--- config.mk ---
export PLATFORM = sky130hd
export DESIGN_NAME = watchdog_control_flags
export DESIGN_NICKNAME = d
export VERILOG_FILES = /design/src/watchdog_pkg.sv /design/src/watchdog_control_flags.sv
export SDC_FILE = /design/constraint.sdc
export NUM_CORES = 1
export LEC_CHECK = 0
export ABC_AREA = 1
export BUFFER_PORTS_ARGS = -buffer_cell sky130_fd_sc_hd__buf_2
export CORE_UTILIZATION = 49
export CTS_CLUSTER_DIAMETER = 200
export DETAILED_ROUTE_END_ITERATION = 8
export PLACE_DENSITY_LB_ADDON = 0.3
export SLEW_MARGIN = 5
export SYNTH_ARGS = -nofsm -noshare
export SYNTH_HDL_FRONTEND = slang
export SYNTH_SLANG_ARGS = --single-unit
--- constraint.sdc ---
create_clock -name CLK -period 4.33 [get_ports CLK]
set_input_delay 0.433 -clock CLK [delete_from_list [all_inputs] [get_ports CLK]]
set_output_delay 0.433 -clock CLK [all_outputs]
set_load 0.01 [all_outputs]
--- src/watchdog_pkg.sv ---
// Constants, field layout and types shared by the watchdog control logic.
package watchdog_pkg;

  // Register byte offsets on the APB bus.
  localparam logic [7:0] OFF_WATCHDOG_CONTROL_STATUS    = 8'hD8;
  localparam logic [7:0] OFF_UNLOCK   = 8'hC0;
  localparam logic [7:0] OFF_IRQ_STAT = 8'hE0;
  localparam logic [7:0] OFF_IRQ_MASK = 8'hE4;
  localparam logic [7:0] OFF_CTRL     = 8'hE8;

  // Bit positions inside the watchdog control and status register.
  localparam int unsigned B_SMOD = 7;
  localparam int unsigned B_POR  = 6;
  localparam int unsigned B_WATCHDOG_INTERRUPT_FLAG = 3;
  localparam int unsigned B_WATCHDOG_RESET_CAUSE_FLAG = 2;
  localparam int unsigned B_EWT  = 1;
  localparam int unsigned B_RWT  = 0;

  // Bits that need the unlock window, and bits that are always writable.
  localparam logic [7:0] PROT_MASK = 8'h4B;
  localparam logic [7:0] FREE_MASK = 8'h84;
  // Bits kept across an external reset (pattern 0x0x0xx0).
  localparam logic [7:0] EXT_KEEP  = 8'h56;
  // Power-on value: only the power-up flag is set.
  localparam logic [7:0] WATCHDOG_CONTROL_STATUS_POR = 8'h40;

  // Unlock keys and window length.
  localparam logic [7:0] UNLOCK_KEY1  = 8'hAA;
  localparam logic [7:0] UNLOCK_KEY2  = 8'h55;
  localparam int unsigned CLK_PERIOD_NS = 10;
  localparam int unsigned MC_CLKS      = 4;
  localparam int unsigned UNLOCK_MC    = 3;
  localparam logic [3:0] UNLOCK_CLKS  = 4'(MC_CLKS * UNLOCK_MC);

  // Timing of the watchdog.
  localparam logic [9:0] RST_DELAY_CLKS  = 10'd512;
  localparam int unsigned WDT_TIMEOUT_DEF = 131072;

  // Interrupt event bit positions and control bit positions.
  localparam int unsigned EV_TIMEOUT = 0;
  localparam int unsigned EV_WDT_RST = 1;
  localparam int unsigned C_WDI_EN   = 0;

  // Field layout of the watchdog control and status register.
  typedef struct packed {
    logic       serial1_rate_double;
    logic       power_up_flag;
    logic [1:0] rsv;
    logic       watchdog_interrupt_flag;
    logic       watchdog_reset_cause_flag;
    logic       watchdog_reset_enable;
    logic       watchdog_restart;
  } watchdog_control_status_t;

  // Watchdog sequencing states.
  typedef enum logic {
    WD_RUN,
    WD_PEND
  } wd_state_t;

endpackage

--- src/watchdog_control_flags.sv ---
// Watchdog control, status flags, timed unlock and timeout sequencing.
//
// Chosen here: the APB interface to the registers.
module watchdog_control_flags
  import watchdog_pkg::*;
#(
  parameter int unsigned TIMEOUT_CLKS = WDT_TIMEOUT_DEF
)
(
  // Clock, power-on reset and freeze.
  input  wire logic        CLK,
  input  wire logic        ARST_N,
  input  wire logic        CE,
  // Reset causes arriving on pins.
  input  wire logic        EXT_RST_N,
  input  wire logic        PFAIL_RST_N,
  // APB slave.
  input  wire logic        PSEL,
  input  wire logic        PENABLE,
  input  wire logic        PWRITE,
  input  wire logic [7:0]  PADDR,
  input  wire logic [31:0] PWDATA,
  output logic      [31:0] PRDATA,
  output logic             PREADY,
  output logic             PSLVERR,
  // Serial port 1 mode and rate control.
  input  wire logic [1:0]  SER1_MODE,
  output logic             SER1_RATE_DOUBLE,
  // Watchdog outputs.
  output logic             WDT_INT_REQ,
  output logic             WDT_RESET,
  output logic             IRQ
);

  // Decodes whether an offset is a mapped register.
  function automatic logic addr_hit(input logic [7:0] a);
    addr_hit = (a == OFF_WATCHDOG_CONTROL_STATUS) || (a == OFF_UNLOCK) ||
               (a == OFF_IRQ_STAT) || (a == OFF_IRQ_MASK) ||
               (a == OFF_CTRL);
  endfunction

  localparam logic [31:0] TO_LAST = 32'(TIMEOUT_CLKS - 1);

  // Operating notes for the next engineer on this block.
  //
  // Register map, all registers at most eight bits wide in the low byte of a word.
  // The control and status register holds the rate doubling bit in bit 7.
  // Bit 6 is the power-up flag, set by the power-on reset and writable inside the unlock window.
  // Bits 5 and 4 are unused and always read as zero.
  // Bit 3 is the watchdog interrupt flag, set by a timeout.
  // Bit 2 is the reset cause flag, set when the watchdog resets the device.
  // Bit 1 is the reset enable, which arms the delayed device reset.
  // Bit 0 is the restart strobe, which reads as one for a single cycle.
  // The unlock register takes the two keys and reads back the window state.
  // The event status register collects timeout and watchdog reset events.
  // The event mask register selects which events drive the level interrupt.
  // The control register holds the watchdog interrupt enable in bit 0.
  // Any other offset answers with an error and reads as zero.
  //
  // Bus timing.
  // The slave never inserts wait states, so ready is tied high.
  // Writes land at the clock edge that closes the access phase.
  // Read data is captured at the edge that closes the setup phase.
  // Capturing early keeps the read path a plain flop, at the cost of
  // showing the value as it stood one cycle before the access edge.
  // Upper data bits are ignored on writes and read back as zero.
  //
  // Unlock sequence.
  // The first key must be the very next write before the second key.
  // Any other write in between drops the first key, reads do not.
  // After the second key the window stays open for three machine cycles.
  // A machine cycle is four clocks, so the window covers twelve clocks.
  // Protected bits written while the window is shut keep their value.
  // The window is not closed by a protected write, so software may
  // update several protected bits with back to back transfers.
  //
  // Watchdog sequencing.
  // The counter runs from zero up to one less than the configured timeout length.
  // On its last count the interrupt flag and the timeout event are set.
  // The block then waits a fixed number of clocks before acting.
  // If the reset enable is still set at the end of that wait, a single
  // cycle reset pulse leaves the block and the cause flag is raised.
  // If the reset enable is clear, the wait ends quietly and the counter
  // starts over, so the interrupt flag and the timeout event are the only trace of the timeout.
  // A restart strobe inside the window zeroes the counter at once and
  // cancels any reset that is still pending.
  // The timeout length is a parameter because it depends on the clock
  // divider chosen by the surrounding device.
  //
  // Reset causes.
  // The power-on reset is the asynchronous reset input of this block.
  // It loads the control register with only the power-up flag set.
  // The external and power-fail reset pins are synchronised first.
  // While either pin stays low the register is masked every cycle.
  // The external reset keeps the power-up flag, the cause flag and the
  // reset enable, and clears every other bit.
  // The power-fail reset does the same and also clears the cause flag.
  // Both pin resets restart the counter so no stale timeout survives.
  // The watchdog reset itself masks the register like an external reset
  // and then sets the cause flag.
  //
  // Interrupts.
  // The event status bits are sticky and cleared by writing ones.
  // When an event and a clear meet in one cycle the event wins, so no
  // event is ever lost to a late clear.
  // The level interrupt is high while any unmasked event bit is set.
  // The watchdog interrupt request follows the interrupt flag, gated by
  // the watchdog interrupt enable.
  //
  // Clock enable.
  // While the clock enable is low every flop holds its value.
  // Bus writes arriving then are ignored, so software must not access
  // the block while it is frozen.
  //
  // Serial rate doubling.
  // The doubling output is only active in serial modes one to three.
  // Mode zero runs at a fixed rate, so the bit has no effect there.
  //
  // Hazards.
  // A restart strobe and a timeout in the same cycle favour the restart.
  // A restart strobe and the end of the delay in the same cycle favour
  // the restart, so the device reset is not generated.
  // A pin reset during the delay cancels the pending device reset.
  // The synchronisers idle high, so no false reset follows power-on.

  logic       ext_meta_r;
  logic       ext_sync_r;
  logic       pf_meta_r;
  logic       pf_sync_r;
  logic       ext_rst;
  logic       pf_rst;
  logic       acc;
  logic       wr;
  logic [7:0] wdat;
  logic       wr_watchdog_control_status;
  logic       wr_unlock;
  logic       key1_r;
  logic [3:0] win_cnt_r;
  logic       win_open;
  logic [7:0] wmask;
  watchdog_control_status_t     watchdog_control_status_r;
  watchdog_control_status_t     watchdog_control_status_nxt;
  logic       restart_req;
  logic       restart;
  wd_state_t  state_r;
  logic [31:0] cnt_r;
  logic [9:0] dly_r;
  logic       timeout;
  logic       fire;
  logic       wdt_rst_r;
  logic [1:0] stat_r;
  logic [1:0] mask_r;
  logic [1:0] ctrl_r;
  logic [31:0] prdata_r;

  // Two-flop synchronisers for the reset-cause pins.
  always_ff @(posedge CLK or negedge ARST_N) begin
    if (!ARST_N) begin
      ext_meta_r <= 1'b1;
      ext_sync_r <= 1'b1;
      pf_meta_r  <= 1'b1;
      pf_sync_r  <= 1'b1;
    end else if (CE) begin
      ext_meta_r <= EXT_RST_N;
      ext_sync_r <= ext_meta_r;
      pf_meta_r  <= PFAIL_RST_N;
      pf_sync_r  <= pf_meta_r;
    end
  end

  assign ext_rst = ~ext_sync_r;
  assign pf_rst  = ~pf_sync_r;

  // Bus decode; the slave never waits, unmapped offsets answer with an error.
  assign acc       = PSEL & PENABLE;
  assign wr        = acc & PWRITE & CE;
  assign wdat      = PWDATA[7:0];
  assign wr_watchdog_control_status  = wr & (PADDR == OFF_WATCHDOG_CONTROL_STATUS);
  assign wr_unlock = wr & (PADDR == OFF_UNLOCK);
  assign PREADY    = 1'b1;
  assign PSLVERR   = acc & ~addr_hit(PADDR);

  // First unlock key; any other write in between breaks the sequence.
  always_ff @(posedge CLK or negedge ARST_N) begin
    if (!ARST_N) begin
      key1_r <= 1'b0;
    end else if (wr) begin
      key1_r <= wr_unlock & (wdat == UNLOCK_KEY1);
    end
  end

  // Unlock window counts down three machine cycles after the second key.
  always_ff @(posedge CLK or negedge ARST_N) begin
    if (!ARST_N) begin
      win_cnt_r <= 4'h0;
    end else if (CE) begin
      if (wr_unlock && key1_r && wdat == UNLOCK_KEY2) begin
        win_cnt_r <= UNLOCK_CLKS;
      end else if (win_cnt_r != 4'h0) begin
        win_cnt_r <= win_cnt_r - 4'h1;
      end
    end
  end

  assign win_open = (win_cnt_r != 4'h0);
  // Protected bits are writable only inside the window.
  assign wmask = FREE_MASK | (win_open ? PROT_MASK : 8'h00);

  // A restart write is accepted only with the window open.
  assign restart_req = wr_watchdog_control_status & win_open & wdat[B_RWT];
  assign restart     = restart_req | ext_rst | pf_rst | fire;

  // Next value of the control register under normal software access.
  always_comb begin
    watchdog_control_status_nxt = watchdog_control_status_r;
    if (wr_watchdog_control_status) begin
      watchdog_control_status_nxt = watchdog_control_status_t'((watchdog_control_status_r & ~wmask) | (wdat & wmask));
    end
    watchdog_control_status_nxt.rsv = 2'b00;
    watchdog_control_status_nxt.watchdog_restart = restart_req;
    if (timeout) begin
      watchdog_control_status_nxt.watchdog_interrupt_flag = 1'b1;
    end
  end

  // Control register with the reset-type dependent values.
  always_ff @(posedge CLK or negedge ARST_N) begin
    if (!ARST_N) begin
      watchdog_control_status_r <= watchdog_control_status_t'(WATCHDOG_CONTROL_STATUS_POR);
    end else if (CE) begin
      if (pf_rst) begin
        watchdog_control_status_r <= watchdog_control_status_t'(watchdog_control_status_r & EXT_KEEP);
        watchdog_control_status_r.watchdog_reset_cause_flag <= 1'b0;
      end else if (ext_rst) begin
        watchdog_control_status_r <= watchdog_control_status_t'(watchdog_control_status_r & EXT_KEEP);
      end else if (fire) begin
        watchdog_control_status_r <= watchdog_control_status_t'(watchdog_control_status_r & EXT_KEEP);
        watchdog_control_status_r.watchdog_reset_cause_flag <= 1'b1;
      end else begin
        watchdog_control_status_r <= watchdog_control_status_nxt;
      end
    end
  end

  // Timeout is reached on the last count unless a restart lands now.
  assign timeout = CE & (state_r == WD_RUN) & (cnt_r == TO_LAST) & ~restart;
  // The reset fires 512 clocks after the timeout, only when enabled.
  assign fire = CE & (state_r == WD_PEND) & (dly_r == RST_DELAY_CLKS - 10'd1) &
                watchdog_control_status_r.watchdog_reset_enable & ~restart_req & ~ext_rst & ~pf_rst;

  // Watchdog counter and post-timeout delay sequencing.
  always_ff @(posedge CLK or negedge ARST_N) begin
    if (!ARST_N) begin
      state_r <= WD_RUN;
      cnt_r   <= 32'h0000_0000;
      dly_r   <= 10'h000;
    end else if (CE) begin
      if (restart) begin
        state_r <= WD_RUN;
        cnt_r   <= 32'h0000_0000;
        dly_r   <= 10'h000;
      end else begin
        case (state_r)
          WD_RUN: begin
            if (cnt_r == TO_LAST) begin
              state_r <= WD_PEND;
              cnt_r   <= 32'h0000_0000;
              dly_r   <= 10'h000;
            end else begin
              cnt_r <= cnt_r + 32'h0000_0001;
            end
          end
          WD_PEND: begin
            if (dly_r == RST_DELAY_CLKS - 10'd1) begin
              state_r <= WD_RUN;
              dly_r   <= 10'h000;
            end else begin
              dly_r <= dly_r + 10'h001;
            end
          end
          default: begin
            state_r <= WD_RUN;
          end
        endcase
      end
    end
  end

  // One-cycle watchdog reset pulse to the rest of the device.
  always_ff @(posedge CLK or negedge ARST_N) begin
    if (!ARST_N) begin
      wdt_rst_r <= 1'b0;
    end else if (CE) begin
      wdt_rst_r <= fire;
    end
  end

  // Sticky event bits, write one to clear; a new event wins over the clear.
  always_ff @(posedge CLK or negedge ARST_N) begin
    if (!ARST_N) begin
      stat_r <= 2'b00;
    end else if (CE) begin
      stat_r[EV_TIMEOUT] <= timeout |
        (stat_r[EV_TIMEOUT] & ~(wr && PADDR == OFF_IRQ_STAT && wdat[EV_TIMEOUT]));
      stat_r[EV_WDT_RST] <= fire |
        (stat_r[EV_WDT_RST] & ~(wr && PADDR == OFF_IRQ_STAT && wdat[EV_WDT_RST]));
    end
  end

  // Interrupt mask and watchdog interrupt enable registers.
  always_ff @(posedge CLK or negedge ARST_N) begin
    if (!ARST_N) begin
      mask_r <= 2'b00;
      ctrl_r <= 2'b00;
    end else if (wr) begin
      if (PADDR == OFF_IRQ_MASK) begin
        mask_r <= wdat[1:0];
      end
      if (PADDR == OFF_CTRL) begin
        ctrl_r <= {1'b0, wdat[C_WDI_EN]};
      end
    end
  end

  // Read data is captured in the setup phase, so reads never wait.
  always_ff @(posedge CLK or negedge ARST_N) begin
    if (!ARST_N) begin
      prdata_r <= 32'h0000_0000;
    end else if (CE && PSEL && !PENABLE && !PWRITE) begin
      case (PADDR)
        OFF_WATCHDOG_CONTROL_STATUS:    prdata_r <= {24'h000000, watchdog_control_status_r};
        OFF_UNLOCK:   prdata_r <= {31'h0000_0000, win_open};
        OFF_IRQ_STAT: prdata_r <= {30'h0000_0000, stat_r};
        OFF_IRQ_MASK: prdata_r <= {30'h0000_0000, mask_r};
        OFF_CTRL:     prdata_r <= {30'h0000_0000, ctrl_r};
        default:      prdata_r <= 32'h0000_0000;
      endcase
    end
  end

  // Outputs.
  assign PRDATA           = prdata_r;
  assign SER1_RATE_DOUBLE = watchdog_control_status_r.serial1_rate_double & (SER1_MODE != 2'b00);
  assign WDT_INT_REQ      = watchdog_control_status_r.watchdog_interrupt_flag & ctrl_r[C_WDI_EN];
  assign WDT_RESET        = wdt_rst_r;
  assign IRQ              = |(stat_r & mask_r);

endmodule

==> results of run 1 <==
## worst paths after layout
| path | cells past startpoint | slack (ns) | endpoint |
|---|---|---|---|
| setup reg to reg | 10 | 1.26 | cnt_r[22] |
| setup / recovery | 10 | 1.26 | cnt_r[22] |
| hold reg to reg | 2 | 0.47 | pf_meta_r |
| min in group CLK | 3 | 0.27 | pf_meta_r |
| hold / removal | 1 | 0.18 | mask_r[0] |
| max in group asynchronous | 2 | 3.15 | asynchronous set/reset pin |
## per-layer routing
metal | part of all wire | global-route usage | wire (um)
met3 | 0.050 | 0.0415 | 546
met4 | 0.010 | 0.0645 | 114
met2 | 0.47 | 0.387 | 5130
met5 | 0 | 0 | 0
met1 | 0.47 | 0.312 | 5140
## layout make-up
cell class | count | area [um^2]
Clock buffer | 10 | 138
Clock inverter | 6 | 61.3
Fill cell | 940 | 4210
Inverter | 75 | 283
Multi-Input combinational cell | 516 | 2410
Sequential cell | 70 | 1760
Tap cell | 111 | 139
Timing Repair Buffer | 38 | 195
## kinds of logic after synthesis
family,Yosys count,share of synthesized area
xor+xnor,26,0.0491
fa+ha+maj,3,0.00809
flops,70,0.379
buf+inv,115,0.122
simple gates,398,0.368
compound gates,62,0.0723
other cells,2,0.00162
## cells in the final DEF, fill, tap and decap left out, types with 2 or more instances in the layout
cell type / instances
conb_1: 27
o21ai_0: 39
xor2_1: 21
nand3_2: 2
nor2_2: 6
nor4_1: 3
clkinv_1: 2
dfstp_2: 5
o21ai_1: 8
xnor2_1: 5
nand4_1: 18
inv_1: 71
buf_2: 36
nand3_1: 44
dfrtp_1: 65
buf_4: 2
nor2_1: 83
a21oi_1: 7
clkinv_2: 4
ha_1: 3
nand2_1: 202
clkbuf_8: 10
nor3_1: 34
or2_2: 2
o21ai_2: 2
o31ai_1: 2
## flip-flops by register name, indices dropped and copies added, names as in the netlist, 2 cells and up, named ones only
name and count:
PRDATA 6, cnt_r 32, dly_r 10, mask_r 2, stat_r 2, watchdog_control_status_r 4, win_cnt_r 4
## through the flow
stage          cell area, um^2  power [W]
6_report                  4980    0.00131
5_1_grt                   4980    0.00137
4_1_cts                   4980    0.00133
3_5_place_dp              4790   0.000789
3_3_place_gp              4790   0.000786
2_1_floorplan             4730   0.000764
## critical path, cell delays in order, from the launching register on
cell     delay [ns]
dfrtp_1        0.40
inv_1          0.08
ha_1           0.25
nand3_2        0.21
nand4_4        0.19
nand3_2        0.60
o21ai_2        0.33
buf_4          0.31
inv_2          0.30
nand2_1        0.14
o21ai_0        0.09
## power by group through the flow
stage	registers, W	logic, W	clock network, W
2_1_floorplan	0.000684	0.0000806	0
3_3_place_gp	0.000684	0.000102	0
3_5_place_dp	0.000684	0.000104	0
4_1_cts	0.000672	0.000105	0.000549
6_report	0.000672	0.000104	0.000535
5_1_grt	0.000673	0.000117	0.000576
==> impl_metrics.prom, run 1 <==
# TYPE chip_impl_metric gauge
chip_impl_metric{name="core.rowCount",unit=""} 35
chip_impl_metric{name="first_global_vias",unit=""} 3895
chip_impl_metric{name="hold_ws",unit="ns"} 0.176
chip_impl_metric{name="final_slew_viol_count",unit=""} 0
chip_impl_metric{name="power_density",unit="nW/um^2"} 263
chip_impl_metric{name="viasPerCell",unit=""} 5.21
chip_impl_metric{name="synth.ff_latch_count",unit=""} 70
chip_impl_metric{name="antennaDiodeCount",unit=""} 0
chip_impl_info{name="crit_path_launch_type",value="register"} 1
chip_impl_metric{name="antenna_violating_nets_post_route",unit=""} 0
chip_impl_metric{name="design.die.area",unit="um^2"} 9860
chip_impl_metric{name="final_layout_size_suffix_gt1_frac",unit=""} 0.105
chip_impl_metric{name="p_seq_frac",unit=""} 0.513
chip_impl_metric{name="io_buffers",unit=""} 36
chip_impl_metric{name="timing.final.hold_violations",unit=""} 0
chip_impl_metric{name="netlist.area_leader.share",unit=""} 0.351
chip_impl_metric{name="route.detailed.drc",unit=""} 0
chip_impl_metric{name="critical_path_at",unit="ns"} 3.27
chip_impl_metric{name="ys_warn_count",unit=""} 0
chip_impl_metric{name="syn_to_final_growth",unit="%"} 7.44
chip_impl_metric{name="timing.final.crit_share",unit=""} 0.708
chip_impl_metric{name="place_hpwl",unit="mm"} 7.95
chip_impl_metric{name="vias",unit=""} 4302
chip_impl_metric{name="effective_utilization_at_floorplan",unit=""} 0.504
chip_impl_metric{name="nNetsFinal",unit=""} 763
chip_impl_metric{name="finalCriticalPeriod",unit="ns"} 3.07
chip_impl_metric{name="post_cts.resized_instances",unit=""} 0
chip_impl_metric{name="post_synth_edffs",unit=""} 0
chip_impl_metric{name="synth-seq-area-share",unit=""} 0.379
chip_impl_metric{name="global_route.usage.total",unit=""} 0.232
chip_impl_info{name="synth.most_common_cell",value="nand2_1"} 1
chip_impl_info{name="yosys.area.top_type",value="dfrtp_1"} 1
chip_impl_metric{name="cp_max_fo",unit=""} 40
chip_impl_metric{name="maximum_number_of_pins_on_one_net_before_global_route_repair",unit=""} 41
chip_impl_info{name="timing.setup.critical_path_class",value="reg2reg"} 1
chip_impl_metric{name="clkSinkCount",unit=""} 70
chip_impl_metric{name="top_level_ports",unit=""} 88
chip_impl_metric{name="drtPass1Iterations",unit=""} 6
chip_impl_info{name="synth_area_leaders",value="dfrtp_1 (35%), nand2_1 (16%), nor2_1 (6.7%), inv_1 (5.7%), buf_4 (5.0%)"} 1
chip_impl_metric{name="ctsHtreeMaxLevel",unit=""} 3
chip_impl_metric{name="static-leakage-power",unit="nW"} 2.24
chip_impl_info{name="cts_root_buf",value="clkbuf_8"} 1
chip_impl_metric{name="initialDrtViolationCount",unit=""} 256
chip_impl_metric{name="cts_setup_buffers",unit=""} 0
chip_impl_metric{name="clk_pin_slew_worst_paths",unit="ns"} 0.08
chip_impl_metric{name="worst_pin_slew",unit="ns"} 0.832
chip_impl_metric{name="post-place-cells",unit=""} 810
chip_impl_metric{name="chipWidth",unit="um"} 99.3
chip_impl_info{name="rsz0062_at_grt",value="false"} 1
chip_impl_metric{name="intPower",unit="W"} 0.000969
chip_impl_metric{name="async_reset_ff_frac",unit=""} 1.00
chip_impl_info{name="synth-main-ff-cell",value="dfrtp_1"} 1
chip_impl_metric{name="clock_latency",unit="ns"} 0.35
chip_impl_metric{name="globalplace.congestion",unit=""} 0.938
chip_impl_info{name="tritoncts_clock_tree",value="built"} 1
chip_impl_metric{name="net-switching-power",unit="W"} 0.000342
chip_impl_metric{name="fin_worst_skew",unit="ns"} 0.0140
chip_impl_info{name="synth_commonest_cells",value="nand2_1 (202), nor2_1 (83), inv_1 (71), dfrtp_1 (65), nand3_1 (44)"} 1
chip_impl_metric{name="routed_wl_per_cell",unit="um"} 13.2
chip_impl_metric{name="instances_no_fill",unit=""} 826
chip_impl_metric{name="post_synth.cell_area_avg",unit="um^2"} 6.86
chip_impl_metric{name="maxCapViolations",unit=""} 0
chip_impl_info{name="cp-startpoint",value="win_cnt_r[0]"} 1
chip_impl_metric{name="power_switching_share",unit=""} 0.261
chip_impl_metric{name="slew-limit-headroom",unit=""} 0.446
chip_impl_metric{name="antenna_found_initial",unit=""} 0
chip_impl_metric{name="dpl_worst_slack",unit="ns"} 1.21
chip_impl_metric{name="first_pass_grt_wire_length",unit="mm"} 18.2
chip_impl_metric{name="cts-hold-fix-buffers",unit=""} 0
chip_impl_metric{name="max-vdd-ir-drop",unit="V"} 0.000177
chip_impl_metric{name="synthesis.area",unit="um^2"} 4640
chip_impl_metric{name="clock_path_buffers",unit=""} 2
chip_impl_metric{name="combPwrFrac",unit=""} 0.079
chip_impl_metric{name="core_region_area",unit="um^2"} 9200
chip_impl_metric{name="clock.fmax",unit="MHz"} 326
chip_impl_metric{name="drt_wl_total",unit="mm"} 10.9
chip_impl_info{name="holdCritPathClass",value="in2async"} 1
chip_impl_metric{name="grt_overflow",unit=""} 0
chip_impl_info{name="worstSetupEndpointType",value="register"} 1
chip_impl_metric{name="fin_ws",unit="ns"} 1.26
chip_impl_metric{name="final.setup.tns",unit="ns"} 0
chip_impl_metric{name="worst-endpoint-required",unit="ns"} 4.54
chip_impl_info{name="run_status",value="complete, no violations"} 1
chip_impl_metric{name="pwr-share-clk",unit=""} 0.408
chip_impl_metric{name="synthDistinctLibCells",unit=""} 36
chip_impl_metric{name="cts-buffers-inserted",unit=""} 9
chip_impl_metric{name="setup_violators_final",unit=""} 0
chip_impl_metric{name="synth_cells",unit=""} 676
chip_impl_metric{name="die-height",unit="um"} 99.3
chip_impl_info{name="crit-reg2reg-launch",value="win_cnt_r[0]"} 1
chip_impl_metric{name="utilization",unit=""} 0.542
Note: power is estimated with default switching activity, not from simulation.
==> run 2, diff against run 1 <==
==> constraint.sdc (replaced) <==
create_clock -name CLK -period 2.6 [get_ports CLK]
set_input_delay 0.26 -clock CLK [delete_from_list [all_inputs] [get_ports CLK]]
set_output_delay 0.26 -clock CLK [all_outputs]
set_load 0.01 [all_outputs]
==> run 2 against run 1 <==
  * Worst setup slack worse by 0.83 ns
  * Final area is 0.63% higher
  * Global-route usage is 0.19 points higher
  * Critical endpoint is now cnt_r[19]
  * Critical path type unchanged
  * Sequential power is 67% higher
  * Via count is 0.91% higher
  * Register-to-register slack worse by 0.83 ns
  * Sequential cell count stayed put
  * Core utilization is 0.34 points higher
  * Final cell count is 0.85% higher
  * Wire length is 0.55% lower
  * Clock-buffer cell count is 4 higher
  * First-iteration DRC count is 6.3% lower
==> impl_metrics.prom, run 2 (same netlist as run 1, synthesis figures left out) <==
# TYPE chip_impl_metric gauge
chip_impl_info{name="run_status",value="complete, no violations"} 1
chip_impl_info{name="most_frequent_cp_cell",value="nand2_1"} 1
chip_impl_info{name="final_common_cell",value="nand2_1"} 1
chip_impl_metric{name="clock.fmax",unit="MHz"} 462
chip_impl_metric{name="groute.layer.met1.usage",unit=""} 0.312
chip_impl_metric{name="placedInstanceArea",unit="um^2"} 4840
chip_impl_metric{name="io_buffers",unit=""} 36
chip_impl_metric{name="antenna_found_initial",unit=""} 0
chip_impl_metric{name="vias",unit=""} 4341
chip_impl_metric{name="final_layout_size_suffix_gt1_frac",unit=""} 0.107
chip_impl_metric{name="grt_overflow",unit=""} 0
chip_impl_metric{name="first_global_vias",unit=""} 3999
chip_impl_metric{name="slew-limit-headroom",unit=""} 0.609
chip_impl_metric{name="power_density",unit="nW/um^2"} 413
chip_impl_metric{name="worst_pin_slew",unit="ns"} 0.586
chip_impl_metric{name="intPower",unit="W"} 0.00153
chip_impl_metric{name="chipWidth",unit="um"} 99.3
chip_impl_info{name="crit_path_launch_type",value="register"} 1
chip_impl_metric{name="nNetsFinal",unit=""} 770
chip_impl_info{name="holdCritStartpoint",value="EXT_RST_N"} 1
chip_impl_metric{name="die-height",unit="um"} 99.3
chip_impl_metric{name="p_seq_frac",unit=""} 0.540
chip_impl_info{name="cell_class_contributing_the_biggest_share_of_worst_path_delay",value="simple AND/OR/NAND/NOR gates"} 1
chip_impl_info{name="registers.top_by_ff_count",value="cnt_r"} 1
chip_impl_metric{name="groute.layer.met2.usage",unit=""} 0.386
chip_impl_metric{name="drt_wl_total",unit="mm"} 10.9
chip_impl_metric{name="antenna_violating_nets_post_route",unit=""} 0
chip_impl_info{name="crit-reg2reg-launch",value="dly_r[0]"} 1
chip_impl_info{name="cells_traversed_along_the_worst_timing_path",value="ha_1 > nand2_1 > nor2_1 > nand2_1 > nor2_1 > nand3_1 > nand3_2 > o21ai_2 > inv_2 > buf_12 > nand2_1 > o21ai_0"} 1
chip_impl_metric{name="cts_setup_buffers",unit=""} 0
chip_impl_info{name="timing.setup.critical_path_class",value="reg2reg"} 1
chip_impl_metric{name="worst-endpoint-required",unit="ns"} 2.85
chip_impl_info{name="cts_root_buf",value="clkbuf_8"} 1
chip_impl_metric{name="worst_hold_path.num_cells",unit=""} 3
chip_impl_info{name="holdCritPathClass",value="in2reg"} 1
chip_impl_metric{name="design.die.area",unit="um^2"} 9860
chip_impl_metric{name="finalCriticalPeriod",unit="ns"} 2.17
chip_impl_metric{name="timing.final.hold_violations",unit=""} 0
chip_impl_info{name="final_cell_mix",value="nand2_1 (202), nor2_1 (83), inv_1 (71), dfrtp_1 (65), nand3_1 (44)"} 1
chip_impl_metric{name="drtPass1Iterations",unit=""} 5
chip_impl_metric{name="finalInstanceArea",unit="um^2"} 5020
chip_impl_metric{name="cp_num_cells",unit=""} 12
chip_impl_metric{name="global_route.usage.total",unit=""} 0.234
chip_impl_metric{name="cp_max_fo",unit=""} 29
chip_impl_metric{name="combPwrFrac",unit=""} 0.088
chip_impl_metric{name="maximum_number_of_pins_on_one_net_before_global_route_repair",unit=""} 30
chip_impl_metric{name="largest_register_ffs",unit=""} 32
chip_impl_info{name="grt_most_used_layer",value="met2"} 1
chip_impl_metric{name="worst-r2r-cell-count",unit=""} 12
chip_impl_metric{name="antennaDiodeCount",unit=""} 0
chip_impl_metric{name="core.rowCount",unit=""} 35
chip_impl_metric{name="globalplace.congestion",unit=""} 0.956
chip_impl_metric{name="cts-buffers-inserted",unit=""} 9
chip_impl_metric{name="cts-hold-fix-buffers",unit=""} 1
chip_impl_metric{name="critical_path_at",unit="ns"} 2.42
chip_impl_metric{name="groute.layer.met3.usage",unit=""} 0.0408
chip_impl_metric{name="fin_worst_skew",unit="ns"} 0.00955
chip_impl_metric{name="static-leakage-power",unit="nW"} 2.26
chip_impl_info{name="cp-startpoint",value="dly_r[0]"} 1
chip_impl_metric{name="pwr-share-clk",unit=""} 0.372
chip_impl_metric{name="top_level_ports",unit=""} 88
chip_impl_metric{name="cp.buffers_inverters",unit=""} 2
chip_impl_metric{name="viasPerCell",unit=""} 5.21
chip_impl_metric{name="route.detailed.drc",unit=""} 0
chip_impl_metric{name="power_switching_share",unit=""} 0.262
chip_impl_metric{name="maxCapViolations",unit=""} 0
chip_impl_metric{name="clk_pin_slew_worst_paths",unit="ns"} 0.07
chip_impl_metric{name="place_hpwl",unit="mm"} 8.19
chip_impl_metric{name="first_pass_grt_wire_length",unit="mm"} 18.5
chip_impl_metric{name="cp_slowest_stage_delay",unit="ns"} 0.43
chip_impl_metric{name="post_cts.resized_instances",unit=""} 0
chip_impl_metric{name="effective_utilization_at_floorplan",unit=""} 0.504
chip_impl_metric{name="final_slew_viol_count",unit=""} 0
chip_impl_metric{name="max-vdd-ir-drop",unit="V"} 0.000221
chip_impl_metric{name="final.setup.tns",unit="ns"} 0
chip_impl_info{name="critical-path-slowest-cell",value="dfrtp_1"} 1
chip_impl_metric{name="syn_to_final_growth",unit="%"} 8.12
chip_impl_metric{name="clkSinkCount",unit=""} 70
chip_impl_metric{name="net-switching-power",unit="W"} 0.000544
chip_impl_metric{name="ctsHtreeMaxLevel",unit=""} 3
chip_impl_metric{name="core_region_area",unit="um^2"} 9200
chip_impl_info{name="rsz0062_at_grt",value="false"} 1
chip_impl_metric{name="clock_path_buffers",unit=""} 2
chip_impl_info{name="worstSetupEndpointType",value="register"} 1
chip_impl_metric{name="routed_wl_per_cell",unit="um"} 13.0
chip_impl_info{name="tritoncts_clock_tree",value="built"} 1
chip_impl_metric{name="clock_latency",unit="ns"} 0.34
chip_impl_metric{name="setup_violators_final",unit=""} 0
chip_impl_metric{name="timing.final.crit_share",unit=""} 0.833
chip_impl_metric{name="initialDrtViolationCount",unit=""} 240
run 2: area by class of cell:
class,instances,area (um^2)
Sequential cell,70,1760
Timing Repair Buffer,45,263
Multi-Input combinational cell,516,2410
Clock buffer,14,153
Tap cell,111,139
Clock inverter,2,10.0
Inverter,75,283
Fill cell,917,4180
run 2: path summary, 6_finish.rpt:
kind / endpoint / slack (ns)
worst max-delay path: cnt_r[19] / 0.43
worst min-delay path: ext_meta_r / 0.11
worst max register to register: cnt_r[19] / 0.43
worst min register to register: register / 0.47
max in group asynchronous: asynchronous set/reset pin / 1.34
min in group asynchronous: mask_r[0] / 0.45
run 2: through the flow:
step	utilization	power [W]	std cells	hold slack [ns]	worst slack, ns
CTS	0.545	0.00209	833	0.0964	0.431
finish	0.545	0.00207	833	0.111	0.434
global route	0.545	0.00216	833	0.109	0.121
detailed placement	0.527	0.00132	816	0.290	0.444
floorplan	-	0.00127	701	-0.0356	0.792
global placement	0.527	0.00132	816	0.278	0.522
run 2: layer usage:
layer,wire length (um),share of wire
met4,191,0.018
met2,5050,0.47
met5,0,0
met3,515,0.047
met1,5110,0.47
run 2: worst register-to-register path, stage by stage (launching register included):
cell and delay, ns:
dfrtp_1 0.43, ha_1 0.19, nand2_1 0.08, nor2_1 0.19, nand2_1 0.12, nor2_1 0.18
nand3_1 0.11, nand3_2 0.14, o21ai_2 0.07, inv_2 0.20, buf_12 0.20, nand2_1 0.07
o21ai_0 0.09
run 2: power groups by stage:
| stage | Combinational [W] | Clock, W | Sequential, W |
|---|---|---|---|
| 6_report | 0.000182 | 0.000771 | 0.00112 |
| 5_1_grt | 0.000208 | 0.000832 | 0.00112 |
| 4_1_cts | 0.000183 | 0.000791 | 0.00112 |
| 3_5_place_dp | 0.000182 | 0 | 0.00114 |
| 3_3_place_gp | 0.000178 | 0 | 0.00114 |
| 2_1_floorplan | 0.000134 | 0 | 0.00114 |
